File: config.mk
export PLATFORM = sky130hd
export DESIGN_NAME = onchip_oscillator_enable_control
export DESIGN_NICKNAME = d
export VERILOG_FILES = /design/src/include/osc_ctrl_pkg.sv /design/src/hw/main_osc_watch.sv /design/src/hw/onchip_oscillator_enable_control.sv
export SDC_FILE = /design/constraint.sdc
export NUM_CORES = 1
export LEC_CHECK = 0
export BUFFER_PORTS_ARGS = -buffer_cell sky130_fd_sc_hd__buf_2
export CAP_MARGIN = 20
export CORE_ASPECT_RATIO = 1.1
export CORE_UTILIZATION = 52
export DETAILED_ROUTE_END_ITERATION = 16
export GPL_TIMING_DRIVEN = 1
export PLACE_DENSITY = 0.9
export SYNTH_ARGS = -nofsm -noshare
export SYNTH_HDL_FRONTEND = slang
export SYNTH_SLANG_ARGS = --single-unit
File: constraint.sdc
create_clock -name clock -period 1.72 [get_ports clock]
set_input_delay 0.258 -clock clock [delete_from_list [all_inputs] [get_ports clock]]
set_output_delay 0.258 -clock clock [all_outputs]
set_load 0.005 [all_outputs]
File: src/include/osc_ctrl_pkg.sv
// Shared constants for the on-chip oscillator enable control block.
package osc_ctrl_pkg;

	// Register byte offsets in the special function register space.
	localparam logic [7:0] ADDR_WRITE_PROTECT = 8'h13;
	localparam logic [7:0] ADDR_OSC_CONTROL   = 8'h21;
	localparam logic [7:0] ADDR_SYS_CLOCK     = 8'h22;
	localparam logic [7:0] ADDR_CLOCK_STOP    = 8'h24;
	localparam logic [7:0] ADDR_STOP_DETECT   = 8'h26;
	localparam logic [7:0] ADDR_WATCHDOG      = 8'h33;
	localparam logic [7:0] ADDR_COUNT_PROTECT = 8'h34;

	// Reset values of every register.
	localparam logic [7:0] RESET_WRITE_PROTECT = 8'h00;
	localparam logic [7:0] RESET_OSC_CONTROL   = 8'h00;
	localparam logic [7:0] RESET_SYS_CLOCK     = 8'h00;
	localparam logic [7:0] RESET_CLOCK_STOP    = 8'h00;
	localparam logic [7:0] RESET_STOP_DETECT   = 8'h00;
	localparam logic [7:0] RESET_WATCHDOG      = 8'h40; // Bit 6 leaves reset set.
	localparam logic [7:0] RESET_COUNT_PROTECT = 8'h00;
	localparam logic [7:0] READ_UNMAPPED       = 8'h00;

	// Field positions.
	localparam int CLOCK_PROTECT_BIT0_POS  = 0;
	localparam int HS_OSC_ENABLE_POS       = 0;
	localparam int LS_OSC_STOP_POS         = 1;
	localparam int HS_CLOCK_SOURCE_POS     = 0;
	localparam int STOP_MODE_POS           = 0;
	localparam int BASE_CLOCK_SELECT_POS   = 1;
	localparam int STOP_DETECT_ENABLE_POS  = 0;
	localparam int STOP_DETECT_FLAG_POS    = 1;
	localparam int WATCHDOG_BIT6_POS       = 6;
	localparam int WATCHDOG_BIT7_POS       = 7;
	localparam int COUNT_PROTECT_ON_POS    = 7;

	// Only the two low bits of the oscillator control register exist.
	localparam logic [7:0] OSC_CONTROL_MASK = 8'h03;
	// Writable bits of the other registers.
	localparam logic [7:0] WRITE_PROTECT_MASK = 8'h01;
	localparam logic [7:0] SYS_CLOCK_MASK     = 8'h01;
	localparam logic [7:0] CLOCK_STOP_MASK    = 8'h03;
	localparam logic [7:0] WATCHDOG_MASK      = 8'hc0;
	localparam logic [7:0] COUNT_PROTECT_MASK = 8'h80;

	// Main clock stop detection: silence longer than this is a failure.
	localparam int CLOCK_MHZ          = 25;
	localparam int STOP_TIMEOUT_NS    = 640;
	localparam int STOP_TIMEOUT_CYCLES = (STOP_TIMEOUT_NS * CLOCK_MHZ + 999) / 1000;
	localparam logic [4:0] STOP_TIMEOUT_COUNT = 5'(STOP_TIMEOUT_CYCLES);

endpackage

File: src/hw/main_osc_watch.sv
// Watches the main oscillator input and flags when its edges stop arriving.
module main_osc_watch
	import osc_ctrl_pkg::*;
(
	input  wire logic clock,
	input  wire logic resetn,
	input  wire logic mainOscIn,
	output logic      oscStopped
);

	// All state of the watcher in one record.
	typedef struct packed {
		logic       sync1;   // First synchroniser stage, read only by sync2.
		logic       sync2;   // Second synchroniser stage.
		logic       last;    // Previous synchronised level, for edge finding.
		logic [4:0] silent;  // Cycles since the last edge seen.
		logic       stopped; // Silence has reached the timeout count.
	} watch_t;

	watch_t cur_r;
	watch_t cur_nxt;

	// The count saturates so that a dead clock keeps the flag up for good.
	always_comb begin
		cur_nxt = cur_r;
		cur_nxt.sync1 = mainOscIn;
		cur_nxt.sync2 = cur_r.sync1;
		cur_nxt.last = cur_r.sync2;
		if (cur_r.sync2 != cur_r.last) begin
			// Any edge proves the main clock alive.
			cur_nxt.silent = 5'h00;
		end else if (cur_r.silent != STOP_TIMEOUT_COUNT) begin
			cur_nxt.silent = cur_r.silent + 5'h01;
		end
		cur_nxt.stopped = (cur_nxt.silent == STOP_TIMEOUT_COUNT);
	end

	// Register the record.
	always_ff @(posedge clock or negedge resetn) begin
		if (!resetn) begin
			cur_r <= '0;
		end else begin
			cur_r <= cur_nxt;
		end
	end

	assign oscStopped = cur_r.stopped;

endmodule

File: src/hw/onchip_oscillator_enable_control.sv
// Enable control for the high-speed and low-speed on-chip oscillators.
//
// Behaviour
// - Control bit 0 turns high-speed oscillator on.
// - Reset leaves high-speed oscillator stopped, register zero.
// - Normal mode: high-speed oscillator follows enable bit.
// - Select 11b forces on; stop mode forces off.
// - Control bit 1 stops low-speed oscillator.
// - Unforced low-speed oscillator follows mode and select.
// - Protect mode or watchdog 11b forces low-speed on.
// - Main clock failure starts low-speed, switches base.
// - Control register writable only with protect bit set.
//
// Implementation choice: the address-and-strobe port.
module onchip_oscillator_enable_control
	import osc_ctrl_pkg::*;
(
	input  wire logic       clock,
	input  wire logic       resetn,
	input  wire logic [7:0] address,
	input  wire logic [7:0] writeData,
	input  wire logic       writeStrobe,
	input  wire logic       readStrobe,
	output logic      [7:0] readData,
	input  wire logic       mainOscIn,
	output logic            hsOscRun,
	output logic            lsOscRun,
	output logic            baseClockFallback
);

	// All state of the block in one record.
	typedef struct packed {
		logic [7:0] writeProtect;  // Clock protect bit in bit 0.
		logic [7:0] oscControl;    // Enable and stop bits of the oscillators.
		logic [7:0] sysClock;      // High-speed clock source select.
		logic [7:0] clockStop;     // Stop mode and base clock select.
		logic [7:0] stopDetect;    // Detection enable; flag is held apart.
		logic [7:0] watchdog;      // Watchdog control bits 7:6.
		logic [7:0] countProtect;  // Count source protect on in bit 7.
		logic       fallback;      // Base clock moved to the low-speed oscillator.
		logic [7:0] readData;      // Read answer, valid the cycle after the strobe.
		logic       hsRun;         // High-speed oscillator run request.
		logic       lsRun;         // Low-speed oscillator run request.
	} state_t;

	state_t cur_r;
	state_t cur_nxt;
	logic   oscStopped;            // Main clock has gone quiet.

	// Main clock watcher; it synchronises the pin itself.
	main_osc_watch watch (
		.clock      (clock),
		.resetn     (resetn),
		.mainOscIn  (mainOscIn),
		.oscStopped (oscStopped)
	);

	// High-speed decision from stop mode, the two-bit select and the enable.
	function automatic logic hsDecide(input state_t s);
		logic [1:0] sel;
		sel = {s.sysClock[HS_CLOCK_SOURCE_POS], s.clockStop[BASE_CLOCK_SELECT_POS]};
		if (s.clockStop[STOP_MODE_POS]) begin
			hsDecide = 1'b0;
		end else if (sel == 2'b11) begin
			hsDecide = 1'b1;
		end else begin
			hsDecide = s.oscControl[HS_OSC_ENABLE_POS];
		end
	endfunction

	// Low-speed decision; the forcing terms override every other setting.
	function automatic logic lsDecide(input state_t s);
		logic forced;
		forced = s.countProtect[COUNT_PROTECT_ON_POS]
			| (s.watchdog[WATCHDOG_BIT7_POS] & s.watchdog[WATCHDOG_BIT6_POS]);
		if (forced || s.fallback) begin
			lsDecide = 1'b1;
		end else if (s.clockStop[STOP_MODE_POS]) begin
			lsDecide = 1'b0;
		end else if (!s.clockStop[BASE_CLOCK_SELECT_POS]) begin
			lsDecide = 1'b1;
		end else begin
			lsDecide = !s.oscControl[LS_OSC_STOP_POS];
		end
	endfunction

	// Register writes, the read answer, fallback and the run decisions.
	always_comb begin
		cur_nxt = cur_r;
		cur_nxt.readData = READ_UNMAPPED;
		if (writeStrobe) begin
			case (address)
				ADDR_WRITE_PROTECT: begin
					cur_nxt.writeProtect = writeData & WRITE_PROTECT_MASK;
				end
				ADDR_OSC_CONTROL: begin
					// A write without the protect bit is dropped silently.
					if (cur_r.writeProtect[CLOCK_PROTECT_BIT0_POS]) begin
						cur_nxt.oscControl = writeData & OSC_CONTROL_MASK;
					end
				end
				ADDR_SYS_CLOCK: begin
					cur_nxt.sysClock = writeData & SYS_CLOCK_MASK;
				end
				ADDR_CLOCK_STOP: begin
					cur_nxt.clockStop = writeData & CLOCK_STOP_MASK;
				end
				ADDR_STOP_DETECT: begin
					cur_nxt.stopDetect[STOP_DETECT_ENABLE_POS] =
						writeData[STOP_DETECT_ENABLE_POS];
				end
				ADDR_WATCHDOG: begin
					cur_nxt.watchdog = writeData & WATCHDOG_MASK;
				end
				ADDR_COUNT_PROTECT: begin
					cur_nxt.countProtect = writeData & COUNT_PROTECT_MASK;
				end
				default: begin
					// Unmapped writes change nothing.
				end
			endcase
		end
		// Failure latches until reset; the clock source must not flip back
		// on its own while software has not yet recovered the main clock.
		if (cur_r.stopDetect[STOP_DETECT_ENABLE_POS] && oscStopped) begin
			cur_nxt.fallback = 1'b1;
		end
		if (readStrobe) begin
			case (address)
				ADDR_WRITE_PROTECT: cur_nxt.readData = cur_r.writeProtect;
				ADDR_OSC_CONTROL:   cur_nxt.readData = cur_r.oscControl;
				ADDR_SYS_CLOCK:     cur_nxt.readData = cur_r.sysClock;
				ADDR_CLOCK_STOP:    cur_nxt.readData = cur_r.clockStop;
				ADDR_STOP_DETECT: begin
					cur_nxt.readData = cur_r.stopDetect;
					cur_nxt.readData[STOP_DETECT_FLAG_POS] = cur_r.fallback;
				end
				ADDR_WATCHDOG:      cur_nxt.readData = cur_r.watchdog;
				ADDR_COUNT_PROTECT: cur_nxt.readData = cur_r.countProtect;
				default:            cur_nxt.readData = READ_UNMAPPED;
			endcase
		end
		// Outputs follow the new settings in the same edge as the write.
		cur_nxt.hsRun = hsDecide(cur_nxt);
		cur_nxt.lsRun = lsDecide(cur_nxt);
	end

	// Register the record; reset stops the high-speed oscillator.
	always_ff @(posedge clock or negedge resetn) begin
		if (!resetn) begin
			cur_r.writeProtect <= RESET_WRITE_PROTECT;
			cur_r.oscControl   <= RESET_OSC_CONTROL;
			cur_r.sysClock     <= RESET_SYS_CLOCK;
			cur_r.clockStop    <= RESET_CLOCK_STOP;
			cur_r.stopDetect   <= RESET_STOP_DETECT;
			cur_r.watchdog     <= RESET_WATCHDOG;
			cur_r.countProtect <= RESET_COUNT_PROTECT;
			cur_r.fallback     <= 1'b0;
			cur_r.readData     <= READ_UNMAPPED;
			cur_r.hsRun        <= 1'b0;
			cur_r.lsRun        <= 1'b1;
		end else begin
			cur_r <= cur_nxt;
		end
	end

	assign readData = cur_r.readData;
	assign hsOscRun = cur_r.hsRun;
	assign lsOscRun = cur_r.lsRun;
	assign baseClockFallback = cur_r.fallback;

	// Shorthand views for the checks below.
	logic [1:0] hsSel;
	logic       lsForced;
	logic       ctrlWrite;
	assign hsSel = {cur_r.sysClock[HS_CLOCK_SOURCE_POS], cur_r.clockStop[BASE_CLOCK_SELECT_POS]};
	assign lsForced = cur_r.countProtect[COUNT_PROTECT_ON_POS]
		| (cur_r.watchdog[WATCHDOG_BIT7_POS] & cur_r.watchdog[WATCHDOG_BIT6_POS]);
	assign ctrlWrite = writeStrobe && (address == ADDR_OSC_CONTROL);
endmodule

==> reports/summary.txt, run 1 <==
most common cell in the netlist = dfrtp_1
Worst Max-Slew Pin Slew = 0.547 ns
Syn Inst Count = 123
Skew-Pair Late Insertion Delay = 0.33 ns
synth top area cells = dfrtp_1 45%, mux2_2 5.9%, buf_4 4.5%
Max IR drop VDD = 886 uV
Int Pwr = 0.944 mW
sequential share of power = 53.2%
FP Rows = 18
Yosys cell types = 36
share of cells above drive strength 1 = 34.8%
vias in the first global route = 1032
Max Root-Sink Buffers = 2
Most common cell on crit path = nor2_1
CTS tree = done
status = finished clean
Post-Syn Area = 1340 um^2
EDFF count, synth = 0
global route overflow = 0
worst path bufs/invs = 1
Gate power share = 12.8%
drt total wl = 2730 um
Max Freq = 0.655 GHz
Ant. Diodes = 0
Die Ht = 55.2 um
first-pass GRT wire length = 4620 um
WS Path Type = flip-flop to flip-flop
CP Capture Type = flip-flop
flip-flop and latch count after synthesis = 26
Die W = 50.4 um
Final #Nets = 182
Post-CTS Setup Inserts = 0
P_sw = 0.291 mW
die footprint = 2780 um^2
Antenna Nets Post-Route = 0
Starting Density = 57.2%
IO Count = 32
Clock Tree Root = clkbuf_4
PortBufs = 23
setup slack after layout = 0.194 ns
initial antenna violation count = 0
Clk network pwr share = 34.0%
slowest stage delay, CP = 0.42 ns
Synth Flop Type = dfrtp_1
Final period util = 88.7%
post-layout min period = 1.53 ns
vias = 1065
Setup Skew = 0.0100 ns
DP HPWL = 2000 um
DR iter-0 viols = 39
Worst-path clk slew = 0.13 ns
switch share = 23.6%
maxcap violations = 0
1st-pass router iterations = 4
CP max FO = 3
DR WL/cell = 14.5 um
worst path cell trace = inv_1, ha_1, nand3b_1, nor2_1, xnor2_1, nor2_1, nor4_1
Async SR Flop Fraction = 100%
share of the synthesized area in the top cell type = 44.9%
vias per cell = 5.66
Yosys top cell by area = dfrtp_1
Core Util, Final = 68.2%
syn_area_per_cell = 10.9 um^2
gpl congestion = 0.865
setup TNS = 0 ns
fin. max-slew vios = 0
# setup viols final = 0
Core Footprint = 2340 um^2
Synth warnings = 0
Leak = 0.805 nW
family with the most delay on the worst path = simple AND/OR/NAND/NOR gates
Power Density = 773 nW/um^2
Post-Place Setup Slack = -0.0727 ns
detailed-route DRC error count = 0
RSZ-0062 raised after global routing = false
FILL cells = 169
area grow syn2layout = 19.3%
pin count of the biggest net entering global routing = 27
Worst Hold Class = primary input to flip-flop
H-tree levels = 1
Slew headroom = 63.6%
critical path arrival = 1.75 ns
register area share after synthesis = 48.8%
clk sinks = 26
Post-synth top cells = 24 x dfrtp_1, 14 x nor2_1, 8 x buf_4, 8 x nand3_1, 7 x mux2_2
CTS Buf Count = 3
Critical Path Source Type = flip-flop
GRT Util Overall = 22.0%
critical path data required time = 1.95 ns
Hold Fails Final Rpt = 0
Slowest-stage cell, CP = dfrtp_1
[power groups by stage]
| stage | combinational (mW) | sequential [mW] | clock [mW] |
|---|---|---|---|
| floorplan | 0.0813 | 0.663 | 0 |
| global placement | 0.143 | 0.665 | 0 |
| detailed placement | 0.155 | 0.668 | 0 |
| CTS | 0.159 | 0.656 | 0.423 |
| global route | 0.176 | 0.659 | 0.438 |
| finish | 0.158 | 0.657 | 0.420 |
[cell type report]
| class | instances | area (um^2) | area share [%] |
|---|---|---|---|
| Tap cell | 30 | 37.5 | 2.35 |
| Timing Repair Buffer | 37 | 223 | 13.9 |
| Sequential cell | 26 | 653 | 40.9 |
| Clock inverter | 1 | 30.0 | 1.88 |
| Multi-Input combinational cell | 85 | 609 | 38.1 |
| Inverter | 6 | 22.5 | 1.41 |
| Clock buffer | 3 | 22.5 | 1.41 |
[state kept, by name, indices dropped and copies added (netlist names)]
name / count
cur_r: 10
baseClockFallback: 1
readData: 4
lsOscRun: 1
watch.cur_r: 6
hsOscRun: 1
watch.oscStopped: 1
watch.cur_nxt: 2
[kinds of logic after synthesis]
kind of cell / after synthesis / synth area share (%)
fa+ha+maj: 2 / 1.87
simple gates: 47 / 21.7
compound gates: 17 / 8.97
mux: 11 / 9.25
buf+inv: 15 / 6.54
other cells: 1 / 0.280
xor+xnor: 4 / 2.62
flops: 26 / 48.8
[cell usage in the layout (no fill, tap or decap), types with 2 or more instances in the layout]
| cell type | instances |
|---|---|
| and4bb_2 | 2 |
| nand2b_1 | 2 |
| mux2i_1 | 3 |
| nand4_1 | 3 |
| ha_1 | 2 |
| o21ai_0 | 4 |
| mux2_2 | 7 |
| clkbuf_4 | 3 |
| dfstp_2 | 2 |
| xor2_1 | 3 |
| conb_1 | 4 |
| buf_4 | 13 |
| buf_2 | 23 |
| nor4b_4 | 2 |
| nand2_1 | 6 |
| nand3_1 | 8 |
| a22oi_1 | 4 |
| nand3b_1 | 2 |
| nor2b_1 | 4 |
| dfrtp_1 | 24 |
| inv_1 | 6 |
| nor2_1 | 14 |
[worst paths after layout]
| kind | start | endpoint | slack (ns) | depth (start not counted) |
|---|---|---|---|---|
| min in group asynchronous | resetn | cur_r[51] | 0.43 | 2 |
| max | watch.cur_r[1] | watch.oscStopped | 0.19 | 7 |
| max in group asynchronous | resetn | readData[1] | 0.92 | 2 |
| max reg2reg | watch.cur_r[1] | watch.oscStopped | 0.19 | 7 |
| min | mainOscIn | watch.cur_nxt[7] | 0.03 | 1 |
| min reg2reg | watch.cur_nxt[7] | watch.cur_nxt[6] | 0.37 | 0 |
[through the flow]
stage / std cells / hold slack, ns / cell area, um^2 / total power [mW]
after floorplan: 126 / -0.0376 / 1350 / 0.744
after global placement: 183 / 0.266 / 1540 / 0.808
after detailed placement: 183 / 0.277 / 1540 / 0.823
after CTS: 188 / 0.0252 / 1600 / 1.24
after global routing: 188 / 0.0174 / 1600 / 1.27
final: 188 / 0.0305 / 1600 / 1.24
[worst reg2reg max path, cell delays in order (launching register included)]
cell      delay (ns)
dfrtp_1         0.42
inv_1           0.11
ha_1            0.17
nand3b_1        0.09
nor2_1          0.12
xnor2_1         0.13
nor2_1          0.08
nor4_1          0.30
[routing by layer]
layer | global-route usage (%) | wire length (um)
met1 | 27.7 | 1140
met2 | 37.3 | 1380
met3 | 2.48 | 162
met4 | 9.92 | 49
met5 | 0 | 0
[timing repair]
action / 4_1_cts / 5_1_grt
endpoints found under the hold margin: 24 / 0
hold buffers: 1 / 0
endpoints found under the setup margin: 0 / 0
resized for setup: 0 / 0
No activity file was read; power rests on OpenSTA's default activity.
==> run 2: changes to the inputs <==
--- a/config.mk
+++ b/config.mk
@@ -8,10 +8,10 @@
 export BUFFER_PORTS_ARGS = -buffer_cell sky130_fd_sc_hd__buf_2
 export CAP_MARGIN = 20
 export CORE_ASPECT_RATIO = 1.1
-export CORE_UTILIZATION = 52
+export CORE_UTILIZATION = 47
 export DETAILED_ROUTE_END_ITERATION = 16
 export GPL_TIMING_DRIVEN = 1
-export PLACE_DENSITY = 0.9
+export PLACE_DENSITY = 0.86
 export SYNTH_ARGS = -nofsm -noshare
 export SYNTH_HDL_FRONTEND = slang
 export SYNTH_SLANG_ARGS = --single-unit
==> constraint.sdc (replaced) <==
create_clock -name clock -period 1.3 [get_ports clock]
set_input_delay 0.195 -clock clock [delete_from_list [all_inputs] [get_ports clock]]
set_output_delay 0.195 -clock clock [all_outputs]
set_load 0.005 [all_outputs]
==> reports/summary.txt, run 2 (synthesis results as in run 1) <==
die footprint = 3070 um^2
gpl congestion = 0.859
CTS tree = done
first-pass GRT wire length = 4710 um
Most common cell on crit path = nor2_1
Max Root-Sink Buffers = 2
Critical Path Source Type = flip-flop
area grow syn2layout = 28.7%
CP Capture Type = flip-flop
Antenna Nets Post-Route = 0
Placed Cells = 190
Slowest-stage cell, CP = dfrtp_1
initial antenna violation count = 0
Core Footprint = 2590 um^2
RSZ-0062 raised after global routing = true
Worst Max-Slew Pin Slew = 0.574 ns
# setup viols final = 4
CTS Buf Count = 3
Post-Place Setup Slack = -0.382 ns
vias in the first global route = 1039
FP Rows = 19
H-tree levels = 1
PortBufs = 23
multi-input logic area = 654 um^2
vias = 1085
Skew-Pair Late Insertion Delay = 0.33 ns
WS Path Type = flip-flop to flip-flop
sequential cell area = 654 um^2
slowest stage delay, CP = 0.46 ns
Power Density = 990 nW/um^2
Largest Register = cur_r
Worst Hold Class = primary input to flip-flop
Max IR drop VDD = 1080 uV
detailed-route DRC error count = 0
maxcap violations = 0
CP max FO = 3
number of flip-flops in the largest register = 10
Setup Skew = 0.0111 ns
Final #Nets = 192
critical path arrival = 1.68 ns
Max Freq = 0.695 GHz
Starting Density = 51.7%
share of cells above drive strength 1 = 42.9%
worst path bufs/invs = 1
Ant. Diodes = 0
Largest regs = cur_r x10, watch.cur_r x6, readData x4
Leak = 0.858 nW
fin. max-slew vios = 0
failing checks = setup timing
Die Ht = 58.0 um
FILL cells = 197
Hold Fails Final Rpt = 0
family with the most delay on the worst path = simple AND/OR/NAND/NOR gates
GRT Util Overall = 21.4%
Die W = 52.9 um
final non-filler cell total = 199
IO Count = 32
Clock Tree Root = clkbuf_4
Final period util = 111%
vias per cell = 5.45
critical path data required time = 1.54 ns
post-layout min period = 1.44 ns
pin count of the biggest net entering global routing = 27
Slew headroom = 61.7%
most frequent cells in the layout = 23 x dfrtp_1, 23 x buf_2, 22 x buf_4
worst path cell trace = inv_2, ha_4, nand3b_1, nor2_1, xnor2_1, nor2_1, nor4_1
clk sinks = 26
drt total wl = 2850 um
setup slack after layout = -0.139 ns
r2r setup slk = -0.14 ns
DR WL/cell = 14.3 um
global route overflow = 0
Worst-path clk slew = 0.15 ns
1st-pass router iterations = 4
DR iter-0 viols = 26
status = complete, but fails checks
DP HPWL = 1990 um
## run 2: changes by cell type in the layout (fill, tap and decap cells not counted), sizes merged
cell         delta
dlygate4sd3     +1
buf             +9
## run 2: layer usage
metal / vias to the layer above / share of wire (%) / global-route usage, %
met1: 529 / 46 / 30.6
met3: 6 / 4.4 / 2.62
met4: 0 / 2.1 / 9.77
li1: 513 / - / -
met2: 37 / 47 / 32.4
met5: - / 0 / 0
## run 2: final cells by class
class | count | share of cell area, %
sequential | 26 | 38.0
multi-input combinational | 85 | 38.0
timing repair buffer | 47 | 17.4
tap | 31 | 2.25
clock inverter | 1 | 1.74
clock buffer | 3 | 1.31
inverter | 6 | 1.31
## run 2: power by group
| group | switching (mW) | leakage [nW] | internal (mW) |
|---|---|---|---|
| clock network | 0.252 | 0.0279 | 0.312 |
| registers | 0.0325 | 0.344 | 0.845 |
| logic | 0.136 | 0.486 | 0.128 |
## run 2: path summary, 6_finish.rpt
check                                   end  depth (start not counted)              from
max                        watch.oscStopped                          7    watch.cur_r[1]
max reg2reg                watch.oscStopped                          7    watch.cur_r[1]
min                               cur_r[25]                          2      writeData[6]
min in group asynchronous    watch.cur_r[3]                          2            resetn
min reg2reg                watch.cur_nxt[6]                          0  watch.cur_nxt[7]
max in group asynchronous    watch.cur_r[2]                          2            resetn
## run 2: metrics by stage
step                      TNS [ns]  utilization, %  area [um^2]  hold WS (ns)  total power, mW
after floorplan             -0.308               -         1350        -0.101            0.985
after global routing        -0.571            66.5         1720         0.112             1.78
after global placement       -2.10            61.0         1580         0.206             1.09
after detailed placement     -2.46            61.0         1580         0.222             1.10
after CTS                   -0.315            65.2         1690         0.102             1.67
final                       -0.300            66.5         1720         0.100             1.71
## run 2: timing repair
item,in CTS,in global routing
resized for setup,3,11
pin swaps,7,6
setup endpoints to repair,3,6
endpoints found under the hold margin,25,0
hold buffers,2,0
buffers inserted,3,1
==> run 3: changes to the inputs <==
--- a/config.mk
+++ b/config.mk
@@ -5,13 +5,14 @@
 export SDC_FILE = /design/constraint.sdc
 export NUM_CORES = 1
 export LEC_CHECK = 0
+export ABC_AREA = 1
 export BUFFER_PORTS_ARGS = -buffer_cell sky130_fd_sc_hd__buf_2
 export CAP_MARGIN = 20
 export CORE_ASPECT_RATIO = 1.1
-export CORE_UTILIZATION = 47
+export CORE_UTILIZATION = 48
 export DETAILED_ROUTE_END_ITERATION = 16
 export GPL_TIMING_DRIVEN = 1
-export PLACE_DENSITY = 0.86
+export PLACE_DENSITY = 0.87
 export SYNTH_ARGS = -nofsm -noshare
 export SYNTH_HDL_FRONTEND = slang
 export SYNTH_SLANG_ARGS = --single-unit
==> reports/summary.txt, run 3 <==
RSZ-0062 raised after global routing = true
Die W = 53.9 um
PortBufs = 23
pin count of the biggest net entering global routing = 27
Post-DP Area = 1530 um^2
Hold EP = cur_r[27]
# setup viols final = 1
Post-synth top cells = 40 x nand2_1, 31 x inv_1, 24 x dfrtp_1
register area share after synthesis = 46.0%
Worst Min Path Start = writeData[0]
Max Root-Sink Buffers = 2
drt total wl = 2560 um
critical path arrival = 1.64 ns
Skew-Pair Late Insertion Delay = 0.32 ns
setup slack after layout = -0.0819 ns
CTS tree = done
post-layout min period = 1.38 ns
global route overflow = 0
vias per cell = 4.78
Clock Tree Root = clkbuf_4
vias in the first global route = 1115
failing checks = setup timing
r2r setup slk = -0.08 ns
clk sinks = 26
family with the most delay on the worst path = simple AND/OR/NAND/NOR gates
syn_area_per_cell = 7.81 um^2
CP max FO = 4
Worst Hold Class = primary input to flip-flop
die footprint = 3180 um^2
gpl congestion = 0.809
Yosys top cell by area = dfrtp_1
most frequent cells in the layout = 39 x nand2_1, 31 x inv_1, 24 x dfrtp_1
Max Freq = 0.724 GHz
CTS Buf Count = 3
Hold Fails Final Rpt = 0
WHS = 0.101 ns
initial antenna violation count = 0
Largest Register = cur_r
Final period util = 106%
WS Path Type = flip-flop to flip-flop
1st-pass router iterations = 4
Power Density = 1000 nW/um^2
commonest non-fill, non-tap cell in the layout = nand2_1
Slew headroom = 63.0%
slowest stage delay, CP = 0.42 ns
critical path data required time = 1.55 ns
status = complete, but fails checks
fin. max-slew vios = 0
worst path cell trace = ha_2, nand3_2, xnor2_2, and2_4, nand2_4, nor3_4
FILL cells = 232
met1 WL = 1100 um
area grow syn2layout = 16.2%
detailed-route DRC error count = 0
multi-input logic area = 616 um^2
most common cell in the netlist = nand2_1
CP Capture Type = flip-flop
worst path bufs/invs = 0
GRT Util Overall = 19.5%
setup TNS = -0.0819 ns
IO Count = 32
Max IR drop VDD = 752 uV
met2 WL = 1320 um
synth top area cells = dfrtp_1 42%, nand2_1 11%, inv_1 8.2%
FP Rows = 20
number of flip-flops in the largest register = 10
Worst-path clk slew = 0.14 ns
DR iter-0 viols = 25
highest routed layer = met4
fin area = 1650 um^2
Slowest-stage cell, CP = dfrtp_1
Critical Path Source Type = flip-flop
final non-filler cell total = 241
Synth warnings = 0
Leak = 0.869 nW
Post-Syn Area = 1420 um^2
met3 WL = 76 um
Async SR Flop Fraction = 100%
Worst Max-Slew Pin Slew = 0.555 ns
sequential cell area = 653 um^2
DR WL/cell = 10.6 um
H-tree levels = 1
share of cells above drive strength 1 = 24.0%
Yosys cell types = 27
Core Footprint = 2780 um^2
Largest regs = cur_r x10, watch.cur_r x6, readData x4
worst reg2reg path endpoint = watch.oscStopped
hold depth = 3
EDFF count, synth = 0
Core Util, Final = 59.5%
first-pass GRT wire length = 4440 um
Antenna Nets Post-Route = 0
flip-flop and latch count after synthesis = 26
maxcap violations = 0
Post-Place Setup Slack = -0.0101 ns
Ant. Diodes = 0
Setup Skew = 0.00250 ns
R2R cell count = 6
DP HPWL = 1930 um
Placed Cells = 233
Total Power = 1.66 mW
worst r2r src = watch.cur_r[1]
Syn Inst Count = 182
Final #Nets = 232
share of the synthesized area in the top cell type = 42.3%
Synth Flop Type = dfrtp_1
vias = 1153
Starting Density = 51.2%
Die Ht = 59.1 um
## run 3: area by class of cell
class	count	area share (%)
Sequential cell	26	39.5
Multi-Input combinational cell	116	37.3
Timing Repair Buffer	29	10.0
Inverter	33	7.50
Tap cell	33	2.50
Clock inverter	1	1.82
Clock buffer	3	1.36
## run 3: layer usage
layer,track usage [%],vias to the layer above
met5,0,-
met1,24.1,526
li1,-,598
met4,10.5,0
met2,31.4,21
met3,3.85,8
## run 3: power by group
group,total (mW),leakage [nW],switching (mW),internal [mW]
clock network,0.559,0.0279,0.247,0.312
registers,0.876,0.318,0.0277,0.849
logic,0.224,0.523,0.141,0.0831
total,1.66,0.869,0.415,1.24
## run 3: worst max-delay path by stage
stage / slack [ns] / startpoint / endpoint / depth (start not counted)
after global routing: -0.15 / watch.cur_r[1] / watch.oscStopped / 6
after detailed placement: -0.01 / watch.cur_r[1] / watch.oscStopped / 6
after floorplan: 0.13 / watch.cur_r[1] / watch.oscStopped / 6
after CTS: 0.02 / watch.cur_r[1] / watch.oscStopped / 6
after global placement: 0.03 / watch.cur_r[1] / watch.oscStopped / 6
final: -0.08 / watch.cur_r[1] / watch.oscStopped / 6
## run 3: kinds of logic (layout without fill, tap and decap cells)
group / Yosys count / after routing / share of synthesized area [%]
buffers and inverters: 43 / 66 / 14.1
DFF: 26 / 26 / 46.0
other: 1 / 4 / 0.264
adders and majority gates: 2 / 2 / 1.76
and+or+nand+nor: 93 / 93 / 29.8
xor gates and xnor gates: 4 / 4 / 2.47
AOI/OAI and AO/OA: 13 / 13 / 5.72
## run 3: worst register-to-register path, stage by stage, from the launching register on
cell and delay [ns]:
dfrtp_1 0.42, ha_2 0.22, nand3_2 0.10, xnor2_2 0.16, and2_4 0.17, nand2_4 0.05, nor3_4 0.19
## run 3: what timing repair did
item,CTS,global route
gates resized for setup,2,7
hold buffers,2,0
endpoints found under the setup margin,1,2
setup buffers,1,1
pin swaps,0,3
hold endpoints to repair,25,0
